`src/mmsi_defines.svh`:
```
// Constants for the multi-mode serial channel
`ifndef MMSI_DEFINES_SVH
`define MMSI_DEFINES_SVH
`define MMSI_CLK_KHZ 20000
`define MMSI_I2C_FAST_KHZ 400
`define MMSI_I2C_FAST_DIV ((`MMSI_CLK_KHZ / (2 * `MMSI_I2C_FAST_KHZ)) - 1)
`define MMSI_OS_NORMAL 4'hF
`define MMSI_OS_DOUBLE 4'h7
`define MMSI_RX_FLT_LEN 2'h2
`define MMSI_LAST_BIT 4'h7
`define MMSI_I2C_ACK_BIT 4'h8
`define MMSI_I2C_STA_LAST 4'h3
`define MMSI_I2C_STP_LAST 4'h2
`define MMSI_RX_RST 8'h00
`endif

```
`src/mmsi_pkg.sv`:
```
// Types for the multi-mode serial channel
package mmsi_pkg;
	typedef enum logic [2:0] {
		MMSI_ASYNC = 3'h0,
		MMSI_SYNC = 3'h1,
		MMSI_SMART = 3'h2,
		MMSI_I2C = 3'h3,
		MMSI_SPI = 3'h4
	} mmsi_mode_t;
	typedef enum logic [7:0] {
		T_IDLE = 8'h01,
		T_START = 8'h02,
		T_DATA = 8'h04,
		T_PAR = 8'h08,
		T_STOP = 8'h10,
		T_GUARD = 8'h20,
		T_I2C_STA = 8'h40,
		T_I2C_STP = 8'h80
	} mmsi_tx_st_t;
	typedef enum logic [5:0] {
		R_IDLE = 6'h01,
		R_START = 6'h02,
		R_DATA = 6'h04,
		R_PAR = 6'h08,
		R_STOP = 6'h10,
		R_ERR = 6'h20
	} mmsi_rx_st_t;
endpackage

```
`src/mmsi_baud_gen.sv`:
```
// Baud rate tick generator
`timescale 1ns/1ps
module mmsi_baud_gen #(
	parameter int DIV_W = 8
) (
	input wire logic clk,
	input wire logic resetn,
	input wire logic ce,
	input wire logic run,
	input wire logic [DIV_W-1:0] div,
	output logic tick
);
	logic [DIV_W-1:0] cnt_r;
	logic wrap;
	assign wrap = cnt_r == div;
	// Held at zero while stopped so each sync, SPI and I2C transfer starts with a full period
	always_ff @(posedge clk) begin
		if (!resetn) begin
			cnt_r <= '0;
		end else if (ce) begin
			if (!run || wrap) begin
				cnt_r <= '0;
			end else begin
				cnt_r <= cnt_r + 1'b1;
			end
		end
	end
	assign tick = run & wrap & ce;
endmodule

```
`src/mmsi_noise_filter.sv`:
```
// Digital noise filter for one serial input line
`timescale 1ns/1ps
module mmsi_noise_filter #(
	parameter int LEN_W = 2
) (
	input wire logic clk,
	input wire logic resetn,
	input wire logic ce,
	input wire logic [LEN_W-1:0] len,
	input wire logic din,
	output logic dout
);
	logic [LEN_W-1:0] cnt_r;
	logic dout_r;
	logic differs;
	if (LEN_W < 1 || LEN_W > 8) begin : g_chk
		$error("mmsi_noise_filter: LEN_W out of range");
	end
	assign differs = din != dout_r;
	// Output follows only after len+1 samples of a steady new level
	always_ff @(posedge clk) begin
		if (!resetn) begin
			cnt_r <= '0;
			dout_r <= 1'b1;
		end else if (ce) begin
			if (!differs) begin
				cnt_r <= '0;
			end else if (cnt_r == len) begin
				cnt_r <= '0;
				dout_r <= din;
			end else begin
				cnt_r <= cnt_r + 1'b1;
			end
		end
	end
	assign dout = dout_r;
endmodule

```
`src/mmsi_serial_channel.sv`:
```
// Multi-mode serial channel: async, clock sync, smart card, simple I2C and SPI
`timescale 1ns/1ps
`include "mmsi_defines.svh"
module mmsi_serial_channel import mmsi_pkg::*; #(
	parameter int DIV_W = 8,
	parameter int FLT_W = 2
) (
	input wire logic clk,
	input wire logic resetn,
	input wire logic ce,
	input mmsi_mode_t mode,
	input wire logic [DIV_W-1:0] baud_div,
	input wire logic dbl_speed,
	input wire logic msb_first,
	input wire logic flow_en,
	input wire logic sc_inverse,
	input wire logic spi_cpol,
	input wire logic spi_cpha,
	input wire logic ss_hiz_en,
	input wire logic i2c_fast,
	input wire logic [FLT_W-1:0] filt_len,
	input wire logic [7:0] tx_data,
	input wire logic tx_valid,
	output logic tx_ready,
	output logic tx_busy,
	input wire logic i2c_start_req,
	input wire logic i2c_stop_req,
	input wire logic i2c_ack_bit,
	output logic i2c_nack,
	output logic i2c_cond_done,
	output logic [7:0] rx_data,
	output logic rx_full,
	input wire logic rx_read,
	output logic overrun_err,
	output logic parity_err,
	input wire logic err_clear,
	input wire logic serial_rx_input,
	output logic serial_tx_output,
	output logic serial_tx_oe,
	output logic serial_clk_output,
	output logic serial_clk_oe,
	input wire logic clear_to_send_input_n,
	output logic request_to_send_output_n,
	input wire logic spi_slave_select_input_n,
	input wire logic simple_i2c_clock_line_in,
	output logic simple_i2c_clock_line_out,
	output logic simple_i2c_clock_line_oe,
	input wire logic simple_i2c_data_line_in,
	output logic simple_i2c_data_line_out,
	output logic simple_i2c_data_line_oe
);
	if (DIV_W < 5 || DIV_W > 16) begin : g_chk_div
		$error("mmsi_serial_channel: DIV_W must hold the fast I2C divisor");
	end
	if (FLT_W < 2) begin : g_chk_flt
		$error("mmsi_serial_channel: FLT_W too small for the receive filter");
	end

	mmsi_tx_st_t tx_st_r;
	mmsi_rx_st_t rx_st_r;
	logic [8:0] sh_r;
	logic [7:0] hold_r, rsh_r, rsh_nxt, rx_data_r;
	logic [3:0] cnt_r, os_r, rcnt_r, ros_r;
	logic ph_r, retry_r, scl_lo_r, sda_c_r, nack_r, cond_done_r;
	logic rx_full_r, overrun_r, parity_err_r, par_bad_r;

	// Mode decode
	logic is_async, is_sync, is_smart, is_i2c, is_spi, uart_like, half_mode;
	assign is_async = mode == MMSI_ASYNC;
	assign is_sync = mode == MMSI_SYNC;
	assign is_smart = mode == MMSI_SMART;
	assign is_i2c = mode == MMSI_I2C;
	assign is_spi = mode == MMSI_SPI;
	assign uart_like = is_async | is_smart;
	assign half_mode = is_sync | is_spi;

	// Input filters: receive line fixed, I2C lines adjustable
	logic [2:0] flt_in, flt_out;
	logic rxf, sclf, sdaf;
	assign flt_in = {simple_i2c_data_line_in, simple_i2c_clock_line_in, serial_rx_input};
	genvar gi;
	generate
		for (gi = 0; gi < 3; gi++) begin : g_flt
			mmsi_noise_filter #(.LEN_W(FLT_W)) u_flt (
				.clk(clk),
				.resetn(resetn),
				.ce(ce),
				.len((gi == 0) ? FLT_W'(`MMSI_RX_FLT_LEN) : filt_len),
				.din(flt_in[gi]),
				.dout(flt_out[gi])
			);
		end
	endgenerate
	assign rxf = flt_out[0];
	assign sclf = flt_out[1];
	assign sdaf = flt_out[2];

	// Baud generator; fast I2C uses a fixed half-period divisor
	logic [DIV_W-1:0] div_eff;
	logic tick, baud_run;
	assign div_eff = (is_i2c && i2c_fast) ? DIV_W'(`MMSI_I2C_FAST_DIV) : baud_div;
	assign baud_run = uart_like | (tx_st_r != T_IDLE);
	mmsi_baud_gen #(.DIV_W(DIV_W)) u_baud (
		.clk(clk),
		.resetn(resetn),
		.ce(ce),
		.run(baud_run),
		.div(div_eff),
		.tick(tick)
	);

	// Bit timing and data format
	logic [3:0] os_max;
	logic conv, msb, os_end, ros_end, ros_half;
	assign os_max = dbl_speed ? `MMSI_OS_DOUBLE : `MMSI_OS_NORMAL;
	assign os_end = tick & (os_r == os_max);
	assign ros_end = tick & (ros_r == os_max);
	assign ros_half = tick & (ros_r == (os_max >> 1));
	assign conv = is_smart & sc_inverse;
	assign msb = msb_first | conv | is_i2c;

	logic tx_bit, tx_par, line_lvl;
	assign tx_bit = msb ? sh_r[7] : sh_r[0];
	assign tx_par = ^hold_r;
	// Inverse convention also inverts the parity bit but never the start bit
	assign line_lvl = (tx_st_r == T_START) ? 1'b0 :
		(tx_st_r == T_DATA) ? (tx_bit ^ conv) :
		(tx_st_r == T_PAR) ? (tx_par ^ conv) : 1'b1;

	// Clock phase handling for sync and SPI; sync behaves as polarity 1, phase 1
	logic cpol_e, cpha_e, lead, trail, smp, shf, half_last;
	assign cpol_e = is_sync | spi_cpol;
	assign cpha_e = is_sync | spi_cpha;
	assign lead = tick & ~ph_r;
	assign trail = tick & ph_r;
	assign smp = cpha_e ? trail : lead;
	assign shf = cpha_e ? (lead & (cnt_r != 4'h0)) : trail;
	assign half_last = trail & (cnt_r == `MMSI_LAST_BIT);

	logic cts_ok, take, i2c_rise;
	assign cts_ok = !(is_sync && flow_en) || !clear_to_send_input_n;
	assign tx_ready = (tx_st_r == T_IDLE) & cts_ok;
	assign take = tx_valid & tx_ready;
	// Clock stretching by a slave holds the high phase
	assign i2c_rise = tick & ph_r & sclf;

	// Transmit and master-side sequencer
	always_ff @(posedge clk) begin
		if (!resetn) begin
			tx_st_r <= T_IDLE;
			sh_r <= '1;
			hold_r <= 8'hFF;
			cnt_r <= 4'h0;
			os_r <= 4'h0;
			ph_r <= 1'b0;
			retry_r <= 1'b0;
			scl_lo_r <= 1'b0;
			sda_c_r <= 1'b0;
			nack_r <= 1'b0;
			cond_done_r <= 1'b0;
		end else if (ce) begin
			cond_done_r <= 1'b0;
			if (tick) begin
				os_r <= (os_r == os_max) ? 4'h0 : os_r + 4'h1;
			end
			case (tx_st_r)
				T_IDLE: begin
					cnt_r <= 4'h0;
					os_r <= 4'h0;
					ph_r <= 1'b0;
					if (is_i2c && i2c_start_req) begin
						tx_st_r <= T_I2C_STA;
					end else if (is_i2c && i2c_stop_req) begin
						tx_st_r <= T_I2C_STP;
					end else if (take) begin
						hold_r <= tx_data;
						sh_r <= is_i2c ? {tx_data, i2c_ack_bit} : {1'b1, tx_data};
						tx_st_r <= uart_like ? T_START : T_DATA;
					end
				end
				T_START: begin
					if (os_end) begin
						tx_st_r <= T_DATA;
					end
				end
				T_DATA: begin
					if (uart_like) begin
						if (os_end) begin
							sh_r <= msb ? {sh_r[7:0], 1'b1} : {1'b1, sh_r[8:1]};
							cnt_r <= cnt_r + 4'h1;
							if (cnt_r == `MMSI_LAST_BIT) begin
								tx_st_r <= is_smart ? T_PAR : T_STOP;
							end
						end
					end else if (is_i2c) begin
						if (tick && !ph_r) begin
							ph_r <= 1'b1;
							scl_lo_r <= 1'b0;
						end else if (i2c_rise) begin
							ph_r <= 1'b0;
							scl_lo_r <= 1'b1;
							sh_r <= {sh_r[7:0], 1'b1};
							cnt_r <= cnt_r + 4'h1;
							if (cnt_r == `MMSI_I2C_ACK_BIT) begin
								nack_r <= sdaf;
								sda_c_r <= 1'b0;
								tx_st_r <= T_IDLE;
							end
						end
					end else begin
						if (tick) begin
							ph_r <= ~ph_r;
						end
						if (shf) begin
							sh_r <= msb ? {sh_r[7:0], 1'b1} : {1'b1, sh_r[8:1]};
						end
						if (trail) begin
							cnt_r <= cnt_r + 4'h1;
						end
						if (half_last) begin
							tx_st_r <= T_IDLE;
						end
					end
				end
				T_PAR: begin
					if (os_end) begin
						tx_st_r <= T_STOP;
					end
				end
				T_STOP: begin
					if (os_end) begin
						// Line is checked mid error window for a card complaint
						retry_r <= is_smart & ~rxf;
						tx_st_r <= is_smart ? T_GUARD : T_IDLE;
					end
				end
				T_GUARD: begin
					if (os_end) begin
						retry_r <= 1'b0;
						if (retry_r) begin
							sh_r <= {1'b1, hold_r};
							cnt_r <= 4'h0;
							tx_st_r <= T_START;
						end else begin
							tx_st_r <= T_IDLE;
						end
					end
				end
				T_I2C_STA: begin
					// Single master: the bus is driven without arbitration checks
					if (tick && (scl_lo_r || sclf)) begin
						cnt_r <= cnt_r + 4'h1;
						case (cnt_r)
							4'h0: sda_c_r <= 1'b0;
							4'h1: scl_lo_r <= 1'b0;
							4'h2: sda_c_r <= 1'b1;
							default: scl_lo_r <= 1'b1;
						endcase
						if (cnt_r == `MMSI_I2C_STA_LAST) begin
							cond_done_r <= 1'b1;
							tx_st_r <= T_IDLE;
						end
					end
				end
				T_I2C_STP: begin
					if (tick && (scl_lo_r || sclf)) begin
						cnt_r <= cnt_r + 4'h1;
						case (cnt_r)
							4'h0: sda_c_r <= 1'b1;
							4'h1: scl_lo_r <= 1'b0;
							default: sda_c_r <= 1'b0;
						endcase
						if (cnt_r == `MMSI_I2C_STP_LAST) begin
							cond_done_r <= 1'b1;
							tx_st_r <= T_IDLE;
						end
					end
				end
				default: tx_st_r <= T_IDLE;
			endcase
		end
	end

	// Asynchronous and smart card receiver
	logic rx_start_ok, rbit_uart, uart_load, par_fail;
	// Shared smart card line: own transmission is not received
	assign rx_start_ok = uart_like & ~rxf & ~(is_smart & tx_busy);
	assign rbit_uart = rxf ^ conv;
	assign uart_load = (rx_st_r == R_STOP) & ros_end & ~(is_smart & par_bad_r);
	assign par_fail = (rx_st_r == R_STOP) & ros_end & is_smart & par_bad_r;
	always_ff @(posedge clk) begin
		if (!resetn) begin
			rx_st_r <= R_IDLE;
			ros_r <= 4'h0;
			rcnt_r <= 4'h0;
			par_bad_r <= 1'b0;
		end else if (ce) begin
			if (tick) begin
				ros_r <= (ros_r == os_max) ? 4'h0 : ros_r + 4'h1;
			end
			case (rx_st_r)
				R_IDLE: begin
					ros_r <= 4'h0;
					rcnt_r <= 4'h0;
					if (rx_start_ok) begin
						rx_st_r <= R_START;
					end
				end
				R_START: begin
					if (ros_half) begin
						ros_r <= 4'h0;
						rx_st_r <= rxf ? R_IDLE : R_DATA;
					end
				end
				R_DATA: begin
					if (ros_end) begin
						rcnt_r <= rcnt_r + 4'h1;
						if (rcnt_r == `MMSI_LAST_BIT) begin
							rx_st_r <= is_smart ? R_PAR : R_STOP;
						end
					end
				end
				R_PAR: begin
					if (ros_end) begin
						par_bad_r <= rbit_uart != (^rsh_r);
						rx_st_r <= R_STOP;
					end
				end
				R_STOP: begin
					if (ros_end) begin
						rx_st_r <= par_fail ? R_ERR : R_IDLE;
					end
				end
				R_ERR: begin
					if (ros_end) begin
						rx_st_r <= R_IDLE;
					end
				end
				default: rx_st_r <= R_IDLE;
			endcase
		end
	end

	// Receive shifter shared by every mode
	logic rsh_en, rbit, half_load, i2c_load, rx_load, ovr_set;
	assign rsh_en = ((rx_st_r == R_DATA) & ros_end) |
		(half_mode & (tx_st_r == T_DATA) & smp) |
		(is_i2c & (tx_st_r == T_DATA) & i2c_rise & (cnt_r != `MMSI_I2C_ACK_BIT));
	assign rbit = uart_like ? rbit_uart : (is_i2c ? sdaf : serial_rx_input);
	assign rsh_nxt = !rsh_en ? rsh_r : (msb ? {rsh_r[6:0], rbit} : {rbit, rsh_r[7:1]});
	assign half_load = half_mode & (tx_st_r == T_DATA) & half_last;
	assign i2c_load = is_i2c & (tx_st_r == T_DATA) & i2c_rise & (cnt_r == `MMSI_LAST_BIT);
	assign rx_load = uart_load | half_load | i2c_load;
	// I2C replaces unread data since writes also clock in a byte
	assign ovr_set = rx_load & rx_full_r & ~rx_read & ~is_i2c;

	always_ff @(posedge clk) begin
		if (!resetn) begin
			rsh_r <= `MMSI_RX_RST;
			rx_data_r <= `MMSI_RX_RST;
			rx_full_r <= 1'b0;
			overrun_r <= 1'b0;
			parity_err_r <= 1'b0;
		end else if (ce) begin
			rsh_r <= rsh_nxt;
			if (rx_load && !ovr_set) begin
				rx_data_r <= rsh_nxt;
			end
			rx_full_r <= rx_load | (rx_full_r & ~rx_read);
			overrun_r <= ovr_set | (overrun_r & ~err_clear);
			parity_err_r <= par_fail | (parity_err_r & ~err_clear);
		end
	end

	// Pins
	logic spi_off, err_drive, sda_lo;
	assign spi_off = is_spi & ss_hiz_en & spi_slave_select_input_n;
	assign err_drive = is_smart & (rx_st_r == R_ERR);
	assign serial_tx_output = line_lvl & ~err_drive;
	// Smart card line is open drain so the card can pull it low
	assign serial_tx_oe = is_smart ? ~serial_tx_output : (~is_i2c & ~spi_off);
	assign serial_clk_output = ((tx_st_r == T_DATA) & half_mode) ? (cpol_e ^ ph_r) : cpol_e;
	assign serial_clk_oe = half_mode & ~spi_off;
	assign request_to_send_output_n = !(is_sync && flow_en && !rx_full_r);
	assign sda_lo = ((tx_st_r == T_DATA) & is_i2c) ? ~sh_r[8] : sda_c_r;
	assign simple_i2c_clock_line_out = 1'b0;
	assign simple_i2c_clock_line_oe = is_i2c & scl_lo_r;
	assign simple_i2c_data_line_out = 1'b0;
	assign simple_i2c_data_line_oe = is_i2c & sda_lo;

	assign tx_busy = tx_st_r != T_IDLE;
	assign i2c_nack = nack_r;
	assign i2c_cond_done = cond_done_r;
	assign rx_data = rx_data_r;
	assign rx_full = rx_full_r;
	assign overrun_err = overrun_r;
	assign parity_err = parity_err_r;
endmodule

```
`config.mk`:
```
export PLATFORM = sky130hd
export DESIGN_NAME = mmsi_serial_channel
export DESIGN_NICKNAME = d
export VERILOG_FILES = /design/src/mmsi_pkg.sv /design/src/mmsi_baud_gen.sv /design/src/mmsi_noise_filter.sv /design/src/mmsi_serial_channel.sv
export VERILOG_INCLUDE_DIRS = /design/src
export SDC_FILE = /design/constraint.sdc
export NUM_CORES = 1
export LEC_CHECK = 0
export ABC_AREA = 1
export BUFFER_PORTS_ARGS = -buffer_cell sky130_fd_sc_hd__buf_2
export CORE_MARGIN = 2
export CORE_UTILIZATION = 54
export DETAILED_ROUTE_END_ITERATION = 8
export HOLD_SLACK_MARGIN = 0.15
export PLACE_DENSITY = 0.81
export SKIP_LAST_GASP = 1
export SLEW_MARGIN = 20
export SYNTH_ARGS = -nofsm -noshare
export SYNTH_HDL_FRONTEND = slang
export SYNTH_SLANG_ARGS = --single-unit
```
`constraint.sdc`:
```
create_clock -name clk -period 3 [get_ports clk]
set_input_delay 0.9 -clock clk [delete_from_list [all_inputs] [get_ports clk]]
set_output_delay 0.9 -clock clk [all_outputs]
set_load 0.01 [all_outputs]
```
---- Yosys cells after proc, flatten, opt, wreduce, memory -nomap -nowiden ----
Cells that the tools add are included.
word-level totals
  register bits after elaboration ......... 90
operators by class
  $add $sub $neg .......................... 8
  equality and inequality tests ........... 78
  mux-type cells .......................... 123
  bitwise logic cells ..................... 77
  reductions and logical operators ........ 49
operator list
  operator             count
  $mux 8               23
  $mux 9               13
  $mux 4               17
  $pmux 8 s8           1
  $mux 6               9
  $ne 2x2->1 const B   26
  $and 1x1->1          44
  $mux 1               36
  $pmux 6 s6           1
  $ne 4x4->1 const B   8
  $pmux 9 s3           1
  $reduce_and 11->1    2
  $reduce_and 9->1     2
  $add 4x1->4 const B  4
  $pmux 4 s2           2
  $pmux 4 s4           1
  $reduce_and 16->1    1
  $reduce_xor 8->1     2
  $not 1->1            15
  $reduce_and 3->1     5
  $mux 2               7
  $or 1x1->1           14
  $ne 3x3->1 const B   4
  $pmux 1 s2           6
  51 further kinds     91

---- Logic depth before layout (Yosys ltp) ----
  depth after elaboration ................. 17
  gate-level depth with buffers ........... 19

---- Hierarchy ----
A second synthesis with hierarchy kept.
unflattened totals
  cells, all modules ...................... 1040
  area total of the unflattened synthesis .. 6401.1 um2
modules (own cells, without submodules)
  module               instances  cells an instance  area each (um2)  sequential area each (um2)
  mmsi_serial_channel  1          874                5266.3           1461.4
  mmsi_noise_filter    3          31                 209.0            60.1
  mmsi_baud_gen        1          73                 508.0            160.2

---- Worst setup path before layout ----
Ideal clock, no wire load.
  path kind ............................... input to output
  start point ............................. input mode[1]
  end point ............................... output serial_tx_oe
  arrival ................................. 2.271 ns
  setup slack ............................. -0.171 ns
  cell stages on the path ................. 12
  path through ............................ inv_2 nor2_2 nand2_2 inv_2 nand2_1 nand2_1 clkbuf_1 nor2_1 o221ai_1 nand3b_1 nand2_1 o21ai_0
on the way
  longest elaborated chain between the ends .. 11
ends and longest elaborated chain
  element                  RTL line                    RTL
  from (decl)              mmsi_serial_channel.sv:11   input mmsi_mode_t mode,
  $eq 3x2->1               mmsi_serial_channel.sv:71   assign is_smart = mode == MMSI_SMART;
  $and 1x1->1              mmsi_serial_channel.sv:119  assign conv = is_smart & sc_inverse;
  $or 1x1->1 (2 in a row)  mmsi_serial_channel.sv:120  assign msb = msb_first | conv | is_i2c;
  $mux 1                   mmsi_serial_channel.sv:123  assign tx_bit = msb ? sh_r[7] : sh_r[0];
  $xor 1x1->1              mmsi_serial_channel.sv:127  (tx_st_r == T_DATA) ? (tx_bit ^ conv) :
  $mux 1                   mmsi_serial_channel.sv:127
  $mux 1                   mmsi_serial_channel.sv:126  assign line_lvl = (tx_st_r == T_START) ? 1'b0 :
  $and 1x1->1              mmsi_serial_channel.sv:379  assign serial_tx_output = line_lvl & ~err_drive;
  $not 1->1                mmsi_serial_channel.sv:381  assign serial_tx_oe = is_smart ? ~serial_tx_output : (~is_i2c & ~spi_off);
  $mux 1 *                 mmsi_serial_channel.sv:381
  to (decl)                mmsi_serial_channel.sv:39   output logic serial_tx_oe,
Mark *: on every way between the ends. The rest lies on a longest branch, timed or not.

---- Final worst setup path ----
  start point ............................. input mode[2]
  end point ............................... output serial_tx_oe
Same word-level chain as after synthesis.

==> results.md <==
CTS:
- TritonCTS created 9 clock buffers.
- Clock-pin slew was measured on the worst setup and hold paths at 60 ps.
- TritonCTS built the clock tree.
- The maximum buffer depth of the clock tree is 2.
- For the worst-skew pair, the clock arrives at the later sink with an insertion delay of 360 ps.
- CTS saw 90 sinks.
- The buffer type at the clock tree root is sky130_fd_sc_hd__clkbuf_16.
- The clock tree synthesis step divided the H-tree into 3 levels.

Synthesis:
- The cell area that synthesis handed to floorplanning was 6090 um^2.
- The most common flop cell mapped by yosys is sky130_fd_sc_hd__dfxtp_1.
- Of the synthesized area, sequential elements account for 0.296.
- Counting every instance in the synthesized netlist gives 948.
- Each instance of the synthesized netlist takes up on average 6.42 um^2.
- The number of enable-type register cells in the synthesized netlist is 0.
- The cell type contributing the most total cell area after synthesis is sky130_fd_sc_hd__dfxtp_1.
- Yosys printed 0 warnings.
- The proportion of netlist area held by the largest area contributor is 0.296.
- By area the synthesized netlist is led by sky130_fd_sc_hd__dfxtp_1, sky130_fd_sc_hd__nand2_1, sky130_fd_sc_hd__inv_1.
- After synthesis the netlist holds a flip-flop and latch count of 90.
- The async set-or-reset flop fraction in the synthesized netlist is 0.
- The distinct cell type count after synthesis is 49.

Floorplanning:
- Row generation in the floorplan step produced 38 rows.
- In this run the count of I/O pins placed on the die edge is 67.
- The core region is 10,900 um^2.
- The die is 110 um wide.
- The die covers 12,100 um^2.
- The die outline height is 110 um.
- The initial standard-cell utilization of the core is 0.557.

Power:
- The analysis attributes to net switching a power of 2.18 mW.
- In this run the static leakage power is 3.57 nW.
- The switching part of the total is 0.430.
- Cell internal power was estimated by the tool at 2.89 mW.
- The completed layout was analyzed and its total power is 5.07 mW.
- Of the total power, combinational logic draws 0.463.
- Of the total power, registers draw 0.309.
- The power density over cell area is 690 nW/um^2.
- The clock network fraction of design power is 0.229.
- The peak supply drop is 0.504 mV.

Placed design:
- The routability congestion estimate from global placement is 0.948.
- Before CTS, the worst setup slack after placement is -204 ps.
- After detailed placement, the design holds a cell count of 1,182.
- The count of buffers from port buffering is 64.
- The half-perimeter wire length after detailed placement is 12,100 um.

STA:
- The post-route clock skew is 9.81 ps.
- The max-slew violation count is 0.
- Setup repair after global routing could not meet its margin everywhere.
- The slack of the critical path is -186 ps.
- Setup violations remaining at the end of the flow were counted as 2.
- The time the final worst path needs with I/O delays and setup is 3190 ps.
- In this run the tightest slew margin relative to its limit is 0.516.
- Dividing the final minimum period by the clock period gives 1.06.
- Based on the critical path, the design can be clocked at up to 314 MHz.
- The count of endpoints failing hold in the final timing report came to 0.
- The post-route setup TNS is -348 ps.
- The slew at the pin closest to its max-slew limit is 724 ps.

Detailed routing:
- Across all layers, the routed design uses 6,500 vias.
- Dividing the detail-routed wire length by the instance count gives 13.7 um.
- Before antenna repair, the detailed router went through 5 iterations.
- The detail route stage leaves a number of antenna-violating nets equal to 0.
- The overall routed net length is 16,500 um.
- The number of design rule violations left after detail routing is 0.
- The detailed-route vias per instance is 5.39.
- The count of routing violations after the opening detailed-route iteration is 618.

Outcome:
- The checks that failed: setup timing.
- The flow ran to the end, but the final reports show violations.

Finish:
- 0 antenna diodes ended up in the layout.
- The top cell types in the final layout, fill and taps aside, are sky130_fd_sc_hd__nand2_1, sky130_fd_sc_hd__inv_1, sky130_fd_sc_hd__nor2_1.
- The leading cell type in the layout, fill and taps excluded is sky130_fd_sc_hd__nand2_1.
- The net total in the final layout is 1,111.
- Leaving out filler cells and counting taps, the final layout contains 1,205.
- Counting the fill cells in the layout gives 988.
- In the final layout, the share of cells above drive strength 1 is 0.209.
- Relative to the synthesized area, the layout overhead comes to 20.9%.

Hold path:
- The worst min-delay path category is flop to flop.

Critical path:
- The worst setup path is of the input port to output port kind.
- Walking the worst path, the cells encountered are buf_8, buf_4, nor3_4, nor2_2, nand2_2, nor2_1, o221ai_2, nand3b_1, nand2_1, o21ai_2, buf_2.
- The largest fanout on the critical path is 3.
- The longest individual stage delay on the worst path is 270 ps.
- The critical path capture point type is an output port.
- STA puts the critical path data arrival time at 2290 ps.
- The startpoint class of the critical path is an input port.
- The slowest stage of the critical path belongs to the cell sky130_fd_sc_hd__nor3_4.
- Data on the critical path is required at its endpoint by 2100 ps.
- The register-to-register setup slack is 500 ps.

Global routing:
- The number of antenna violations at the first check in global routing is 0.
- The global-route congestion overflow total is 0.
- The global-route wire length before repair is 26,500 um.
- The maximum number of pins on one net before global-route repair is 48.
- For this run, the total global-route usage over all layers was measured as 0.280.
- The number of global-route vias before repair is 5,746.

Run:
- Max-cap violations in this run came to 0.
sequential cells by signal, indices dropped and copies added, names as in the netlist, 3 cells and up:
signal,cells
cnt_r,4
os_r,4
rcnt_r,4
u_baud.cnt_r,8
rx_st_r,6
g_flt.u_flt.dout,3
ros_r,4
g_flt.u_flt.cnt_r,6
hold_r,8
sh_r,9
rx_data,8
tx_st_r,8
rsh_r,8
synth_stat cells, types with 2 or more instances:
master	count
sky130_fd_sc_hd__a211oi_1	2
sky130_fd_sc_hd__nor3_1	16
sky130_fd_sc_hd__nand3_1	83
sky130_fd_sc_hd__nand2_1	245
sky130_fd_sc_hd__or2_2	2
sky130_fd_sc_hd__nand4_1	16
sky130_fd_sc_hd__nor3_2	2
sky130_fd_sc_hd__xor2_1	20
sky130_fd_sc_hd__nand3_2	5
sky130_fd_sc_hd__inv_1	115
sky130_fd_sc_hd__nand3_4	2
sky130_fd_sc_hd__buf_4	4
sky130_fd_sc_hd__o21ai_0	54
sky130_fd_sc_hd__ha_1	8
sky130_fd_sc_hd__nand3b_1	5
sky130_fd_sc_hd__a21oi_2	10
sky130_fd_sc_hd__a21oi_1	47
sky130_fd_sc_hd__nor2_2	5
sky130_fd_sc_hd__inv_2	13
sky130_fd_sc_hd__o21ai_1	5
sky130_fd_sc_hd__nor2_4	5
sky130_fd_sc_hd__dfxtp_1	90
sky130_fd_sc_hd__xnor2_1	15
sky130_fd_sc_hd__clkbuf_1	18
sky130_fd_sc_hd__nor3b_1	3
sky130_fd_sc_hd__o22ai_1	5
sky130_fd_sc_hd__buf_2	2
sky130_fd_sc_hd__o211ai_1	17
sky130_fd_sc_hd__nand2_4	3
sky130_fd_sc_hd__nand2_2	10
sky130_fd_sc_hd__nor2_8	4
sky130_fd_sc_hd__nor4_1	6
sky130_fd_sc_hd__nor2_1	95
per-layer routing:
metal  track usage  wire length, um
met3        0.0423             1220
met5             0                0
met1         0.374             7420
met4         0.111              399
met2         0.453             7430
worst max-delay path, delay by kind of cell:
kind,cells,cell delay (ps)
AND/OR/NAND/NOR,6,740
buffers and inverters,3,390
AO/OA/AOI/OAI,2,260
area by class of cell:
type | instances | area [um^2] | area share
clock inverter | 7 | 75.1 | 0.0102
sequential | 90 | 1800 | 0.245
timing repair buffer | 126 | 848 | 0.115
multi-input combinational | 703 | 3740 | 0.508
inverter | 130 | 492 | 0.0668
tap | 140 | 175 | 0.0238
clock buffer | 9 | 225 | 0.0306
cells by family (layout without fill, tap and decap cells):
kind of cell | after synthesis | count (layout) | share of synthesized area
DFF | 90 | 90 | 0.296
xor gates and xnor gates | 35 | 35 | 0.0504
adders and majority gates | 8 | 8 | 0.0164
AOI/OAI and AO/OA | 146 | 146 | 0.139
and+or+nand+nor | 512 | 512 | 0.398
other | 1 | 2 | 0.000616
buffers and inverters | 156 | 272 | 0.101
power groups by stage:
stage | clock, mW | combinational, mW | sequential [mW]
3_3_place_gp | 0 | 2.22 | 1.57
3_5_place_dp | 0 | 2.26 | 1.58
5_1_grt | 1.23 | 2.60 | 1.59
4_1_cts | 1.19 | 2.29 | 1.55
2_1_floorplan | 0 | 1.65 | 1.54
6_report | 1.16 | 2.35 | 1.57
final timing paths:
path               from           end  cells past startpoint
min             sda_c_r       sda_c_r                      2
min reg2reg     sda_c_r       sda_c_r                      2
max reg2reg  tx_st_r[6]    tx_st_r[6]                     15
max             mode[2]  serial_tx_oe                     11
metrics by stage:
step / instance area [um^2] / utilization / hold WS [ps]
after floorplan: 6100 / - / 424
after global placement: 6910 / 0.632 / 443
after detailed placement: 6910 / 0.632 / 447
after CTS: 7260 / 0.664 / 458
after global routing: 7360 / 0.673 / 487
final: 7360 / 0.673 / 451
what timing repair did:
item,in CTS,in global routing
gates cloned,0,1
pin swaps,3,8
hold buffers,0,0
endpoints found under the setup margin,4,5
setup buffers,1,6
resized for setup,12,19
(Power assumes the default switching activity.)
